File: src/design/porc_defs.svh
// Constants for the power-on reset counter
`ifndef PORC_DEFS_SVH
`define PORC_DEFS_SVH
`define PORC_HOLD_CYCLES_A 13'h0_FE0
`define PORC_HOLD_CYCLES_B 13'h1_000
`define PORC_CNT_W         13
`define PORC_CNT_ZERO      13'h0_000
`define PORC_CNT_ONE       13'h0_001
`define PORC_INIT_MAX_CYCLES 4'h3
`endif

File: src/design/porc_pkg.sv
// Types for the power-on reset counter
`include "porc_defs.svh"
package porc_pkg;
  typedef logic [`PORC_CNT_W-1:0] porc_count_t;
  typedef enum logic [1:0] {
    PORC_ST_INIT = 2'b00,
    PORC_ST_HOLD = 2'b01,
    PORC_ST_RUN  = 2'b10
  } porc_state_t;
  typedef struct packed {
    logic low_supply_reset;
    logic ext_reset;
    logic other_reset;
  } porc_sources_t;
endpackage

File: src/design/porc_power_on_reset_counter.sv
// Power-on reset counter with internal reset generation
//
// Behaviour
// [RULE1] Hold internal reset 4064 oscillator cycles, or 4096 on other variant.
// [RULE2] Withdraw hold request when the startup hold count completes.
// [RULE3] Core leaves reset only when hold withdrawn and no source active.
// [RULE4] Init pulse ends on completion feedback from every preset circuit.
// [RULE5] Init pulse presets reset logic asserted and counter to start count.
// [RULE6] Reset length comes from the counter, not the init pulse.
// [RULE7] Counter runs on the oscillator clock, so duration scales with it.
// [RULE8] Internal reset asserted while any reset source is active.
// [RULE9] Init path does not retrigger on a supply dip.
// [RULE10] Internal reset and init pulse are active high.
// [RULE11] Low supply reset clears and stalls the hold counter.
// [RULE12] Drive the active-low reset pin low during internal reset; not driven for ext_reset or a low pin.
// [RULE13] Core reset release is synchronous to the oscillator clock.
`timescale 1ns/1ns
`include "porc_defs.svh"
module porc_power_on_reset_counter #(
  parameter bit VARIANT_B = 1'b0
) (
  input  wire logic                   clock,
  input  wire logic                   reset_n,
  input  wire porc_pkg::porc_sources_t sources_in,
  input  wire logic                   reset_pin_in,
  output logic                        init_pulse,
  output logic                        hold_request,
  output logic                        internal_reset,
  output logic                        core_reset,
  output logic                        reset_pin_out,
  output logic                        reset_pin_oe
);
  import porc_pkg::*;

  // ----------------------------------------------------------------
  // Input synchronisers
  // ----------------------------------------------------------------
  porc_sources_t src_meta_reg;
  porc_sources_t src_sync_reg;
  logic          pin_meta_reg;
  logic          pin_sync_reg;

  always_ff @(posedge clock) begin
    src_meta_reg <= sources_in;
    src_sync_reg <= src_meta_reg;
    pin_meta_reg <= reset_pin_in;
    pin_sync_reg <= pin_meta_reg;
  end

  // ----------------------------------------------------------------
  // Sequencer state and hold counter
  // ----------------------------------------------------------------
  localparam porc_count_t HOLD_LEN = VARIANT_B ? `PORC_HOLD_CYCLES_B // RULE1
                                               : `PORC_HOLD_CYCLES_A;

  porc_state_t state_reg;
  porc_state_t state_next;
  porc_count_t count_reg;
  porc_count_t count_next;
  logic        armed_reg;
  logic        gen_done_reg;
  logic        cnt_done_reg;

  wire logic low_supply   = src_sync_reg.low_supply_reset;
  // Pin is low while our own drive or an outside party pulls it
  wire logic ext_active   = src_sync_reg.ext_reset | ~pin_sync_reg;
  wire logic other_active = low_supply | ext_active
                          | src_sync_reg.other_reset;
  wire logic count_end    = (count_reg == HOLD_LEN - `PORC_CNT_ONE);
  wire logic feedback_all = gen_done_reg & cnt_done_reg;

  // Init pulse comes only once per arm; reset_n models the supply rise
  always_comb begin
    state_next = state_reg;
    count_next = count_reg;
    unique case (state_reg)
      PORC_ST_INIT: begin
        count_next = `PORC_CNT_ZERO;                              // RULE5
        if (feedback_all) begin
          state_next = PORC_ST_HOLD;                              // RULE4
        end
      end
      PORC_ST_HOLD: begin
        if (low_supply) begin
          count_next = `PORC_CNT_ZERO;                            // RULE11
        end else if (count_end) begin
          state_next = PORC_ST_RUN;                               // RULE2
        end else begin
          count_next = count_reg + `PORC_CNT_ONE;                 // RULE7
        end
      end
      PORC_ST_RUN: begin
        // Dips only restart the count, never the init pulse
        if (low_supply) begin
          state_next = PORC_ST_HOLD;                              // RULE9
          count_next = `PORC_CNT_ZERO;                            // RULE11
        end
      end
      default: begin
        state_next = PORC_ST_INIT;
      end
    endcase
  end

  always_ff @(posedge clock) begin
    if (!reset_n) begin
      state_reg    <= PORC_ST_INIT;
      count_reg    <= `PORC_CNT_ZERO;
      armed_reg    <= 1'b0;
      gen_done_reg <= 1'b0;
      cnt_done_reg <= 1'b0;
    end else begin
      state_reg    <= state_next;
      count_reg    <= count_next;
      armed_reg    <= 1'b1;
      gen_done_reg <= armed_reg;                                  // RULE4
      cnt_done_reg <= armed_reg;                                  // RULE4
    end
  end

  // ----------------------------------------------------------------
  // Reset generation outputs
  // ----------------------------------------------------------------
  wire logic init_next  = (state_next == PORC_ST_INIT);           // RULE10
  wire logic hold_next  = (state_next != PORC_ST_RUN);            // RULE6
  wire logic reset_next = hold_next | other_active;               // RULE8
  wire logic core_next  = ~(~hold_next & ~other_active);          // RULE3

  always_ff @(posedge clock) begin
    if (!reset_n) begin
      init_pulse     <= 1'b1;
      hold_request   <= 1'b1;
      internal_reset <= 1'b1;
      core_reset     <= 1'b1;
      reset_pin_out  <= 1'b0;
      reset_pin_oe   <= 1'b1;
    end else begin
      init_pulse     <= init_next;
      hold_request   <= hold_next;
      internal_reset <= reset_next;                               // RULE8
      core_reset     <= core_next;                                // RULE13
      reset_pin_out  <= 1'b0;
      // Drive only for our own hold, low supply or other reset, else pin latches up
      reset_pin_oe   <= hold_next | low_supply
                      | src_sync_reg.other_reset;                 // RULE12
    end
  end

  // ----------------------------------------------------------------
  // Checks
  // ----------------------------------------------------------------
  // Stands from the arm until both done flags are back
  logic [3:0]  init_cnt_reg;
  always_ff @(posedge clock) begin
    if (!reset_n || !init_pulse) begin
      init_cnt_reg <= 4'h0;
    end else if (init_cnt_reg != 4'hF) begin
      init_cnt_reg <= init_cnt_reg + 4'h1;
    end
  end

  int unsigned hold_cnt_reg;
  always_ff @(posedge clock) begin
    if (!reset_n || state_reg != PORC_ST_HOLD || low_supply) begin
      hold_cnt_reg <= 0;
    end else begin
      hold_cnt_reg <= hold_cnt_reg + 1;
    end
  end

  a_hold_length: assert property ( // RULE1
    @(posedge clock) disable iff (!reset_n)
    (state_reg == PORC_ST_HOLD && state_next == PORC_ST_RUN)
      |-> hold_cnt_reg == HOLD_LEN - 1)
    else $error("Hold period length wrong");
  a_count_range: assert property ( // RULE1
    @(posedge clock) disable iff (!reset_n)
    count_reg < HOLD_LEN)
    else $error("Hold counter out of range");
  a_hold_withdraw: assert property ( // RULE2
    @(posedge clock) disable iff (!reset_n)
    (state_reg == PORC_ST_HOLD && count_end && !low_supply)
      |=> !hold_request)
    else $error("Hold request not withdrawn");
  a_core_release: assert property ( // RULE3
    @(posedge clock) disable iff (!reset_n)
    !core_reset |-> $past(!hold_next && !other_active))
    else $error("Core released too early");
  a_reset_release: assert property ( // RULE3
    @(posedge clock) disable iff (!reset_n)
    (!hold_next && !other_active) |=> !internal_reset)
    else $error("Internal reset not released");
  a_init_short: assert property ( // RULE4
    @(posedge clock) disable iff (!reset_n)
    $rose(gen_done_reg) |-> ##[1:2] !init_pulse)
    else $error("Init pulse not removed");
  a_init_brief: assert property ( // RULE4
    @(posedge clock) disable iff (!reset_n)
    init_cnt_reg <= `PORC_INIT_MAX_CYCLES)
    else $error("Init pulse lasted too long");
  a_init_preset: assert property ( // RULE5
    @(posedge clock) disable iff (!reset_n)
    init_pulse |-> internal_reset && count_reg == `PORC_CNT_ZERO)
    else $error("Init pulse did not preset");
  a_hold_start: assert property ( // RULE5
    @(posedge clock) disable iff (!reset_n)
    $fell(init_pulse) |-> hold_request && count_reg == `PORC_CNT_ZERO)
    else $error("Hold did not start from zero");
  a_no_retrigger: assert property ( // RULE9
    @(posedge clock) disable iff (!reset_n)
    $fell(init_pulse) |=> !init_pulse [*8])
    else $error("Init pulse retriggered");
  a_low_clear: assert property ( // RULE11
    @(posedge clock) disable iff (!reset_n)
    (low_supply && state_reg != PORC_ST_INIT) |=> count_reg == `PORC_CNT_ZERO)
    else $error("Counter not cleared on low supply");
  a_low_hold: assert property ( // RULE11
    @(posedge clock) disable iff (!reset_n)
    low_supply |=> hold_request)
    else $error("Hold not requested on low supply");
  a_pin_drive: assert property ( // RULE12
    @(posedge clock) disable iff (!reset_n)
    hold_request |-> reset_pin_oe && !reset_pin_out)
    else $error("Reset pin not driven low");
  a_source_or: assert property ( // RULE8
    @(posedge clock) disable iff (!reset_n)
    $past(other_active) |-> internal_reset)
    else $error("Reset source ignored");
endmodule

File: config.mk
export PLATFORM = sky130hd
export DESIGN_NAME = porc_power_on_reset_counter
export DESIGN_NICKNAME = d
export VERILOG_FILES = /design/src/design/porc_pkg.sv /design/src/design/porc_power_on_reset_counter.sv
export VERILOG_INCLUDE_DIRS = /design/src /design/src/design
export SDC_FILE = /design/constraint.sdc
export NUM_CORES = 1
export LEC_CHECK = 0
export BUFFER_PORTS_ARGS = -buffer_cell sky130_fd_sc_hd__buf_2
export CORE_MARGIN = 1
export CORE_UTILIZATION = 50
export DETAILED_ROUTE_END_ITERATION = 16
export PLACE_DENSITY = 0.72
export REMOVE_ABC_BUFFERS = 1
export SYNTH_ARGS = -nofsm -noshare
export SYNTH_HDL_FRONTEND = slang
export SYNTH_SLANG_ARGS = --single-unit
export TNS_END_PERCENT = 100
File: constraint.sdc
create_clock -name clock -period 1.7 [get_ports clock]
set_input_delay 0.425 -clock clock [delete_from_list [all_inputs] [get_ports clock]]
set_output_delay 0.425 -clock clock [all_outputs]
set_load 0.02 [all_outputs]
==> results of run 1 <==
[kinds of logic after synthesis]
kind of cell / synth area share, %
compound gates: 15.3
xor+xnor: 0.729
fa+ha+maj: 1.87
buf+inv: 3.85
flops: 48.3
mux: 3.33
other cells: 0.312
simple gates: 26.2
[worst max-delay path, stage by stage (launching register included)]
cell and delay [ps]:
sky130_fd_sc_hd__dfxtp_1 420, sky130_fd_sc_hd__nand3_1 180, sky130_fd_sc_hd__or3_4 450, sky130_fd_sc_hd__or3_1 360
sky130_fd_sc_hd__a21oi_1 140
[worst min-delay path by stage]
stage | from | endpoint | slack (ps) | cells after the start
2_1_floorplan | src_meta_reg[2] | low_supply | 310 | 0
3_3_place_gp | src_meta_reg[1] | src_sync_reg[1] | 310 | 0
3_5_place_dp | src_meta_reg[0] | src_sync_reg[0] | 310 | 0
4_1_cts | sources_in[0] | src_meta_reg[0] | 170 | 1
5_1_grt | sources_in[0] | src_meta_reg[0] | 160 | 1
6_report | sources_in[0] | src_meta_reg[0] | 190 | 1
[metrics by stage]
step	setup WS, ps	hold WS [ps]
floorplan	-6.69	310
global placement	93.6	310
detailed placement	63.7	312
CTS	37.7	174
global route	-6.69	160
finish	90.4	190
[cell usage after synthesis (3+ instances only)]
cell type                  instances  area share, %
sky130_fd_sc_hd__dfxtp_1          29             48
sky130_fd_sc_hd__nand3_1          11            4.6
sky130_fd_sc_hd__a21oi_1           8            3.3
sky130_fd_sc_hd__nand2_1           7            2.2
sky130_fd_sc_hd__nor2_1            6            1.9
sky130_fd_sc_hd__inv_1             5            1.6
sky130_fd_sc_hd__o21ai_0           5            2.1
sky130_fd_sc_hd__mux2i_1           4            3.3
sky130_fd_sc_hd__nand4_1           4            2.1
sky130_fd_sc_hd__o31ai_1           4            2.5
sky130_fd_sc_hd__and2_1            3            1.6
sky130_fd_sc_hd__nand3b_1          3            1.9
sky130_fd_sc_hd__nor4_1            3            1.6
[metal layers]
metal | share of wire (%) | wire length [µm] | vias to the layer above | GRT usage (%)
met5 | 0 | 0 | - | 0
met4 | 1.8 | 44 | 0 | 11.1
met3 | 4.7 | 115 | 7 | 9.23
met2 | 47 | 1140 | 26 | 34.9
met1 | 46 | 1120 | 456 | 25.5
li1 | - | - | 505 | -
[area by class of cell]
cell class	instances	area, µm²	area share, %
Timing Repair Buffer	20	125	8.79
Multi-Input combinational cell	88	604	42.4
Sequential cell	29	581	40.8
Inverter	5	18.8	1.32
Clock inverter	3	22.5	1.58
Clock buffer	5	37.5	2.64
Tap cell	28	35.0	2.46
[power groups by stage]
stage,clock [W],combinational (W),sequential [W]
floorplan,0,0.0000285,0.000720
global placement,0,0.0000614,0.000715
detailed placement,0,0.0000633,0.000716
CTS,0.000431,0.0000637,0.000701
global route,0.000474,0.0000713,0.000703
finish,0.000424,0.0000655,0.000701
[what timing repair did]
action / in CTS / in global routing
gates resized for setup: 0 / 7
buffers inserted: 0 / 0
endpoints found under the setup margin: 0 / 12
==> results.txt, run 1 <==
The critical path ends at count_reg[12]. The number of vias per cell after detailed routing is 5.58. For this block, the routed nets add up to 2430 µm of wire.

Global routing used 22.1% of the available tracks across all layers. The initial antenna violation count is 0. For the worst-skew pair, the clock arrives at the later sink with an insertion delay of 330 ps. The yosys synthesis warning count is 0. Clock tree synthesis selected as its root buffer the cell sky130_fd_sc_hd__clkbuf_4. TritonCTS built the clock tree. Setup violations remaining at the end of the flow were counted as 0. The average size of a mapped cell came out at 9.46 µm². In this run switching power makes up 25.8% of total power. The share of flip-flops with an asynchronous set or reset came out at 0%.

The post-route cell area is 1420 µm². The total net switching power is 0.000307 W. The number of detailed-routing iterations run before antenna repair is 4. The chip width is 51.0 µm. The final critical-path share of the clock period is 94.7%. Once the floorplan was initialized, standard cells occupied 53.8% of the core. The congestion estimate from routability-driven global placement came to 0.858. For this run the aggregate overflow at the end of global routing stands at 0. STA puts the critical path data required time at 1970 ps. The internal portion of total power is 0.000883 W. The number of nets still failing antenna checks after routing is 0.

The final cell utilization of the core came out at 63.8%. The global-route wire length before repair is 4060 µm. In this run, the clock network consumes 35.6% of the power.

The number of global-route vias before repair came out at 947. The largest net degree at the start of global routing came out at 14. The boundary pin count came out at 12. The count of routing violations after the opening detailed-route iteration came out at 17. The deepest clock path buffer count is 2. The total number of vias came out at 994.

The overall power of the completed layout is 0.00119 W. The synthesized instance count came out at 127. The worst setup path is launched from a register. The routed wirelength normalized by instance count came out at 13.6 µm.

STA classifies the critical path endpoint as a register. The HPWL after detailed placement came out at 1740 µm. The startpoint identified for the worst register-to-register timing path is count_reg[7].

The hold violation count in the final report came out at 0. Derived from the worst setup path, the maximum achievable clock frequency is 621 MHz. The count of H-tree levels built during CTS is 2. The combinational share of power is 5.5%. The TritonCTS sink count is 29. The maximum fanout count along the critical path is 6. The number of maximum-capacitance constraint violations came out at 0. The worst vdd rail ir drop is 0.753 mV. The number of instances in the placed design came out at 170.

The number of buffers added by the clock tree synthesis step is 5. The leakage power came out at 0.486 nW. The proportion of layout cells with a drive suffix above 1 came out at 25.3%. For this run, the leading register cell type out of synthesis is sky130_fd_sc_hd__dfxtp_1.

The instance area at placement is 1330 µm². After synthesis the cells add up to 1200 µm². The die covers 2600 µm². The final standard cell count with taps included and fillers excluded came out at 178. The number of synthesized flops with an enable pin is 0.

The shortest period the worst path allows is 1610 ps. The worst-case clock skew is 8.67 ps. The clock-pin slew of the registers on the worst-case setup and hold paths is 100 ps. The power per standard cell area is 836 nW/µm².

From synthesis to final layout, the design area changed by 18.5%. The register with the most flip-flops in the layout has 13 of them. In the final design database the tool counted 156 nets. The critical path starts at count_reg[7]. Data arrives at the worst endpoint at 1880 ps. The library cell used most frequently in the layout, excluding fill and tap cells, is sky130_fd_sc_hd__dfxtp_1. In this run, post-CTS hold repair placed 0 buffers. The final-layout setup total negative slack is 0 ps.

The number of antenna diodes in the final layout is 0. After synthesis the netlist holds a flip-flop and latch count of 29. The number of max-slew violations in the final report came to 0. In the layout the commonest cells are sky130_fd_sc_hd__dfxtp_1, sky130_fd_sc_hd__nand3_1, sky130_fd_sc_hd__buf_2, sky130_fd_sc_hd__buf_4, sky130_fd_sc_hd__a21oi_1. The portion of total power attributed to sequential cells came out at 58.9%. The overall die height is 51.0 µm. The sequential-to-total area share from yosys stat is 48.3%. In this run the critical register-to-register path is captured at count_reg[12]. The area of the core is 2230 µm². In this run the tool buffered the top-level ports with 10 buffer cells. The critical path is of the reg -> reg type. The run finished with clean final reports. The worst hold-check path type is in -> reg. The number of cells on the worst reg-to-reg path is 4. The register-to-register setup slack is 90 ps.

The synthesized netlist contains 39 unique library cells. The number of fill cells is 205. The floorplan has 17 rows. In the routed design, unresolved DRC markers number 0.
No activity file was read; power rests on OpenSTA's default activity.
==> run 2, diff against run 1 <==
Settings changed: CORE_UTILIZATION 50 to 60, PLACE_DENSITY 0.72 to 0.87.
Clock period 1.7 ns to 2 ns, I/O delays scaled along.
==> run 2 against run 1 <==
Core utilization up 13 points; sequential share of layout area up 1.3 points; power up 3.7%; hold slack better by 84 ps; global-route usage up 5.8 points; via count up 4.2%; die area down 16%; final area down 3.1%.
==> results.txt, run 2 (synthesis gave the netlist of run 1 again) <==
The flow ran to the end, and the final reports show no timing, DRC or antenna violations. Once the clock tree was built, the resizer swapped 0 gates to a different size. The cell at the slowest stage of the critical path is sky130_fd_sc_hd__or3_4. The boundary pin count is 12.

The number of global-route vias before repair came to 901. The initial utilization of the core area, before any placement, comes to 66.7%. The initial antenna violation count is 0.

The count of H-tree levels built during CTS came out at 2. The number of max-slew violations in the final report is 0. The analysis attributes to cell leakage a power of 0.481 nW. The highest cell delay on the worst timing path came out at 470 ps. Global routing used 27.9% of the available tracks across all layers. The number of instances in the placed design came out at 160. The number of rows created at floorplan is 15. After routing, the total negative slack on setup checks comes to 0 ps. The number of hold buffers added after CTS was 0.

The detail route stage leaves a number of antenna-violating nets equal to 0. The setup violation total in the final timing report came out at 0. The clock insertion delay at the later pin of the skew report is 330 ps. Setup repair after global routing left no endpoint under its margin.

The count of routing violations after the opening detailed-route iteration is 66. The area of the die is 2180 µm². At the worst endpoint, the arrival time is 2110 ps.

The register-to-register setup slack came out at 150 ps. Input and output buffers added on the ports amount to 10. The launch instance of the worst register-to-register path is count_reg[0]. The wire length after detailed routing is 2530 µm. At the end of routability-driven placement, the weighted congestion stood at 0.906. The worst setup path is launched from a register. STA classifies the critical path endpoint as a register. The overall die height came out at 46.7 µm. The endpoint required time on the critical path came out at 2260 ps. Clock-pin slew was measured on the worst setup and hold paths at 90 ps.

The total number of vias is 1036. The worst register-to-register path ends at count_reg[12]. TritonCTS built the clock tree.

The power per standard cell area is 894 nW/µm². The net count of the finished layout is 149. The TritonCTS sink count came out at 29. The normalized max-slew margin came out at 55.4%. The number of maximum-capacitance constraint violations came out at 0. Buffers added to address setup during post-CTS repair amount to 0. The proportion of layout cells with a drive suffix above 1 came out at 18.2%. The flip-flop count of the largest register, all copies and words added is 13. The number of diodes is 0.

The chip width is 46.7 µm. The worst hold path cell count came out at 1. The number of detailed-routing iterations run before antenna repair came out at 4. In the routed design, unresolved DRC markers number 0. Compared with the post-synthesis result, the final layout area differs by 14.9%. The number of buffers added by the clock tree synthesis step came out at 5. The kind of cell adding the most delay to the critical path is simple AND/OR/NAND/NOR gates. The aggregate global routing overflow is 0. The maximum fanout count along the critical path came out at 6. Clock tree synthesis selected as its root buffer the cell sky130_fd_sc_hd__clkbuf_4. The layout has 134 filler cells. The area of the core came out at 1800 µm². The clock period could shrink to 1850 ps. Counting both buffers and inverters, the worst setup path holds a total of 0.

The worst slack at placement is 179 ps. After detailed routing, the average wire length per cell comes to 15.0 µm. Derived from the worst setup path, the maximum achievable clock frequency is 540 MHz. The hold violation count in the final report was 0.

Leaving out fill and tap cells, the most frequent cell in the layout is sky130_fd_sc_hd__dfxtp_1. The global-route wire length before repair came out at 4020 µm. The wire-length estimate of the detail-placed layout is 1800 µm. The length in cells of the worst reg-to-reg path is 5. The worst path meets setup with 148 ps of slack. In the finished design, the share of the clock period the worst path needs comes to 92.6%. The final standard cell count with taps included and fillers excluded came out at 168. The number of vias per cell after detailed routing is 6.17. Leaving out fill and tap cells, the most frequent cells in the layout are sky130_fd_sc_hd__dfxtp_1, sky130_fd_sc_hd__nand3_1, sky130_fd_sc_hd__buf_2, sky130_fd_sc_hd__a21oi_1, sky130_fd_sc_hd__nand2_1. Clock skew on the completed layout was measured at 6.38 ps. The critical path goes through ha_1 -> nand3_1 -> or3_4 -> or3_1 -> a21oi_1. The path class of the tightest hold or removal check is in -> reg. The critical path is of the reg -> reg type. In this run the most critical hold path is launched from reset_pin_in. The slew at the pin closest to its max-slew limit is 667 ps.

The end point of the worst hold path is pin_meta_reg. VDD sags by at most 0.644 mV. Entering global routing, the biggest net connects 13 pins. The deepest clock path buffer count is 2.
-- run 2: cell count changes in the layout (fill, tap and decap cells not counted), sizes merged --
cell	previous run	this run
clkinvlp	3	0
buf	20	13
clkinv	0	1
bufinv	0	2
-- run 2: where the power goes --
group	internal, W	switching [W]
combinational	0.0000177	0.0000269
sequential	0.000591	0.00000802
clock	0.000387	0.000203
-- run 2: how the worst max path moves through the flow --
stage | from | end | slack, ps | cells past startpoint
4_1_cts | count_reg[0] | count_reg[12] | 150 | 5
6_report | count_reg[0] | count_reg[12] | 150 | 5
2_1_floorplan | count_reg[0] | count_reg[12] | 290 | 5
3_5_place_dp | count_reg[0] | count_reg[12] | 180 | 5
5_1_grt | count_reg[0] | count_reg[12] | 30 | 5
3_3_place_gp | count_reg[0] | count_reg[12] | 280 | 5
-- run 2: area by class of cell --
type                    instances  area (µm²)  share of cell area (%)
repair buffers                 13        72.6                    5.26
clock inverters                 3        65.1                    4.71
multi-input cells              88         574                    41.6
well taps                      25        31.3                    2.27
flip-flops and latches         29         581                    42.1
inverters                       5        18.8                    1.36
clock buffers                   5        37.5                    2.72
-- run 2: through the flow --
stage	cell area (µm²)	total power, W	hold slack [ps]	util, %
finish	1380	0.00123	274	76.6
global route	1380	0.00128	247	76.6
detailed placement	1280	0.000657	313	70.9
global placement	1280	0.000654	310	70.9
CTS	1380	0.00124	265	76.6
floorplan	1170	0.000636	310	-
-- run 2: per-layer routing --
metal | part of all wire, % | global-route usage (%)
met1 | 40 | 32.1
met2 | 51 | 45.3
met3 | 7.0 | 11.9
met4 | 2.1 | 12.0
met5 | 0 | 0
-- run 2: worst reg2reg max path: cells and delay by family, from the launching register on --
| family | cells | cell delay, ps |
|---|---|---|
| AND/OR/NAND/NOR | 3 | 1010 |
| flip-flops | 1 | 400 |
| adder cells (fa/ha/maj) | 1 | 230 |
| AO/OA/AOI/OAI | 1 | 140 |
==> run 3, diff against run 2 <==
Settings changed: CORE_MARGIN 1 to 2, CORE_UTILIZATION 60 to 56, PLACE_DENSITY 0.87 to 0.82.
Clock period 2 ns to 2.05 ns, I/O delays scaled along.
==> run 3 against run 2 <==
Via count fell by 5.4%; sequential cell count unchanged; setup slack improved by 68 ps; critical path type unchanged; critical endpoint unchanged; largest power group unchanged; highest routed layer unchanged.
==> results.txt, run 3 (synthesis gave the netlist of run 1 again) <==
The number of global-route vias before repair came to 857. The worst setup path is of the reg -> reg kind. The total of buffers placed on input and output ports is 10. The aggregate global routing overflow is 0. The length in cells of the worst reg-to-reg path is 5. Hold timing on the final database bottoms out at a slack of 278 ps. The HPWL after detailed placement came out at 1690 µm. The number of buffers inserted to repair setup after CTS is 0. The maximum fanout count along the critical path is 8. The first global-routing pass estimated 3660 µm of wire. The total number of vias is 980. The total global-route track usage is 20.0%. The hold violation count in the final report is 0. In the final routed layout, each cell accounts on average for 13.5 µm.

The worst hold path cell count is 1. The run finished with clean final reports. The quantity of hold-fixing buffers added after cts came out at 0. The die is 50.3 µm wide. Once detail routing completed, the nets flagged for antenna violations numbered 0.

The number of vias per cell after detailed routing came out at 5.80. The area taken by flip-flops and latches is 581 µm². Dividing total power by cell area gives a power density of 812 nW/µm². Clock-pin slew was measured on the worst setup and hold paths at 90 ps. The cell family contributing the most delay on the critical path is simple AND/OR/NAND/NOR gates. Entering global routing, the biggest net connects 13 pins. At the later pin of the worst-skew pair, clock insertion delay measures 330 ps. After clock tree synthesis, the repair step resized 0 gates. Cells with a size suffix above 1 make up 17.6% of the layout.

The register with the most flip-flops in the layout has 13 of them. In this run the critical register-to-register path is launched from count_reg[0]. TritonCTS built the clock tree. The top achievable clock speed is 545 MHz. The normalized max-slew margin came out at 62.0%.

For this design the static power due to leakage is 0.467 nW. The worst hold path terminates at src_meta_reg[0]. The worst setup path is launched from a register. 12 I/O pins were placed. The number of buffers added by the clock tree synthesis step came out at 5.

The capturing point of the worst reg2reg path is count_reg[12]. The number of diodes is 0. Relative to the synthesized area, the layout overhead comes to 13.4%. The first TritonRoute pass finished after 4 iterations. The overall die height is 50.3 µm.

The register-to-register setup slack came out at 220 ps. The highest cell delay on the worst timing path came out at 460 ps. The congestion estimate from routability-driven global placement came to 0.904. In the final layout, the multi-input gates occupy 579 µm². The worst hold path belongs to the class in -> reg. The number of nets in the layout is 148.

The root buffer cell is sky130_fd_sc_hd__clkbuf_4. The final critical-path share of the clock period came out at 89.5%. The count of routing violations after the opening detailed-route iteration came out at 11. The number of rows created at floorplan is 16.

The count of unresolved DRC violations after routing came out at 0. The setup violation total in the final timing report came out at 0. The number of max-slew violations in the final report is 0.

Data on the critical path arrives at its endpoint at 2080 ps. The wire length after detailed routing came out at 2290 µm. The slew at the pin closest to its max-slew limit came out at 569 ps. The clock net in this run drives a total of 29 sinks.

Between clock sinks in the finished design, the worst skew comes to 10.8 ps. The worst setup path is captured at a register. The shortest period the worst path allows came out at 1830 ps.

The leading cell type in the layout, fill and taps excluded is sky130_fd_sc_hd__dfxtp_1. Setup repair after global routing left no endpoint under its margin. The final-layout setup total negative slack is 0 ps. The initial utilization of the core area, before any placement, comes to 60.0%. The number of buffers and inverters on the critical path is 0.

The area of the die is 2530 µm². Fill cells in the final layout number 175. For this design, the slowest cell found on the critical path is sky130_fd_sc_hd__or3_4.

The final worst slack is 216 ps. The area of the core came out at 2000 µm². Prior to clock tree synthesis, the placed netlist has a worst setup slack of 178 ps. VDD sags by at most 0.606 mV. Data on the critical path is required at its endpoint by 2300 ps.

The deepest clock path buffer count came out at 2. The startpoint identified for the worst hold timing path is sources_in[0]. The initial antenna violation count is 0. The number of maximum-capacitance constraint violations came out at 0. Traced cell by cell, the critical path runs through ha_1 -> nand3_2 -> or3_4 -> or3_1 -> a21oi_1. The count of H-tree levels built during CTS is 2.

The top cell types in the final layout, fill and taps aside, are sky130_fd_sc_hd__dfxtp_1, sky130_fd_sc_hd__nand3_1, sky130_fd_sc_hd__buf_2, sky130_fd_sc_hd__a21oi_1, sky130_fd_sc_hd__nand2_1.
run 3: worst register-to-register path: cells and delay by family, from the launching register on:
family	cells	cell delay, ps
AND/OR/NAND/NOR	3	990
flip-flops	1	390
adder cells (fa/ha/maj)	1	230
AO/OA/AOI/OAI	1	140
run 3: worst max-delay path by stage:
stage / startpoint / to / slack [ps] / cells after the start
finish: count_reg[0] / count_reg[12] / 220 / 5
detailed placement: count_reg[0] / count_reg[12] / 180 / 5
floorplan: count_reg[0] / count_reg[12] / 340 / 5
CTS: count_reg[0] / count_reg[12] / 160 / 5
global placement: count_reg[0] / count_reg[12] / 280 / 5
global route: count_reg[0] / count_reg[12] / 40 / 5
run 3: final cells by class:
cell class                 instances  area share, %
multi-input combinational         88           42.5
tap                               27           2.48
clock inverter                     1           2.20
timing repair buffer              12           4.78
clock buffer                       7           4.04
sequential                        29           42.6
inverter                           5           1.38
run 3: routing by layer:
metal  vias up  track usage, %  share of wire [%]
li1        490               -                  -
met1       463            23.9                 45
met2        22            31.1                 48
met3         5            8.04                5.0
met4         0            9.46                1.7
met5         -               0                  0
run 3: through the flow:
step                      total power (W)  cells  cell area, µm²  utilization (%)
after global routing              0.00115    169            1360             68.1
final                             0.00111    169            1360             68.1
after detailed placement         0.000640    161            1270             63.6
after floorplan                  0.000621    122            1170                -
after CTS                         0.00112    169            1360             67.8
after global placement           0.000638    161            1270             63.6
run 3: where the power goes:
group	switching, W	internal [W]
sequential	0.00000731	0.000577
combinational	0.0000259	0.0000173
clock	0.000188	0.000291
total	0.000222	0.000885
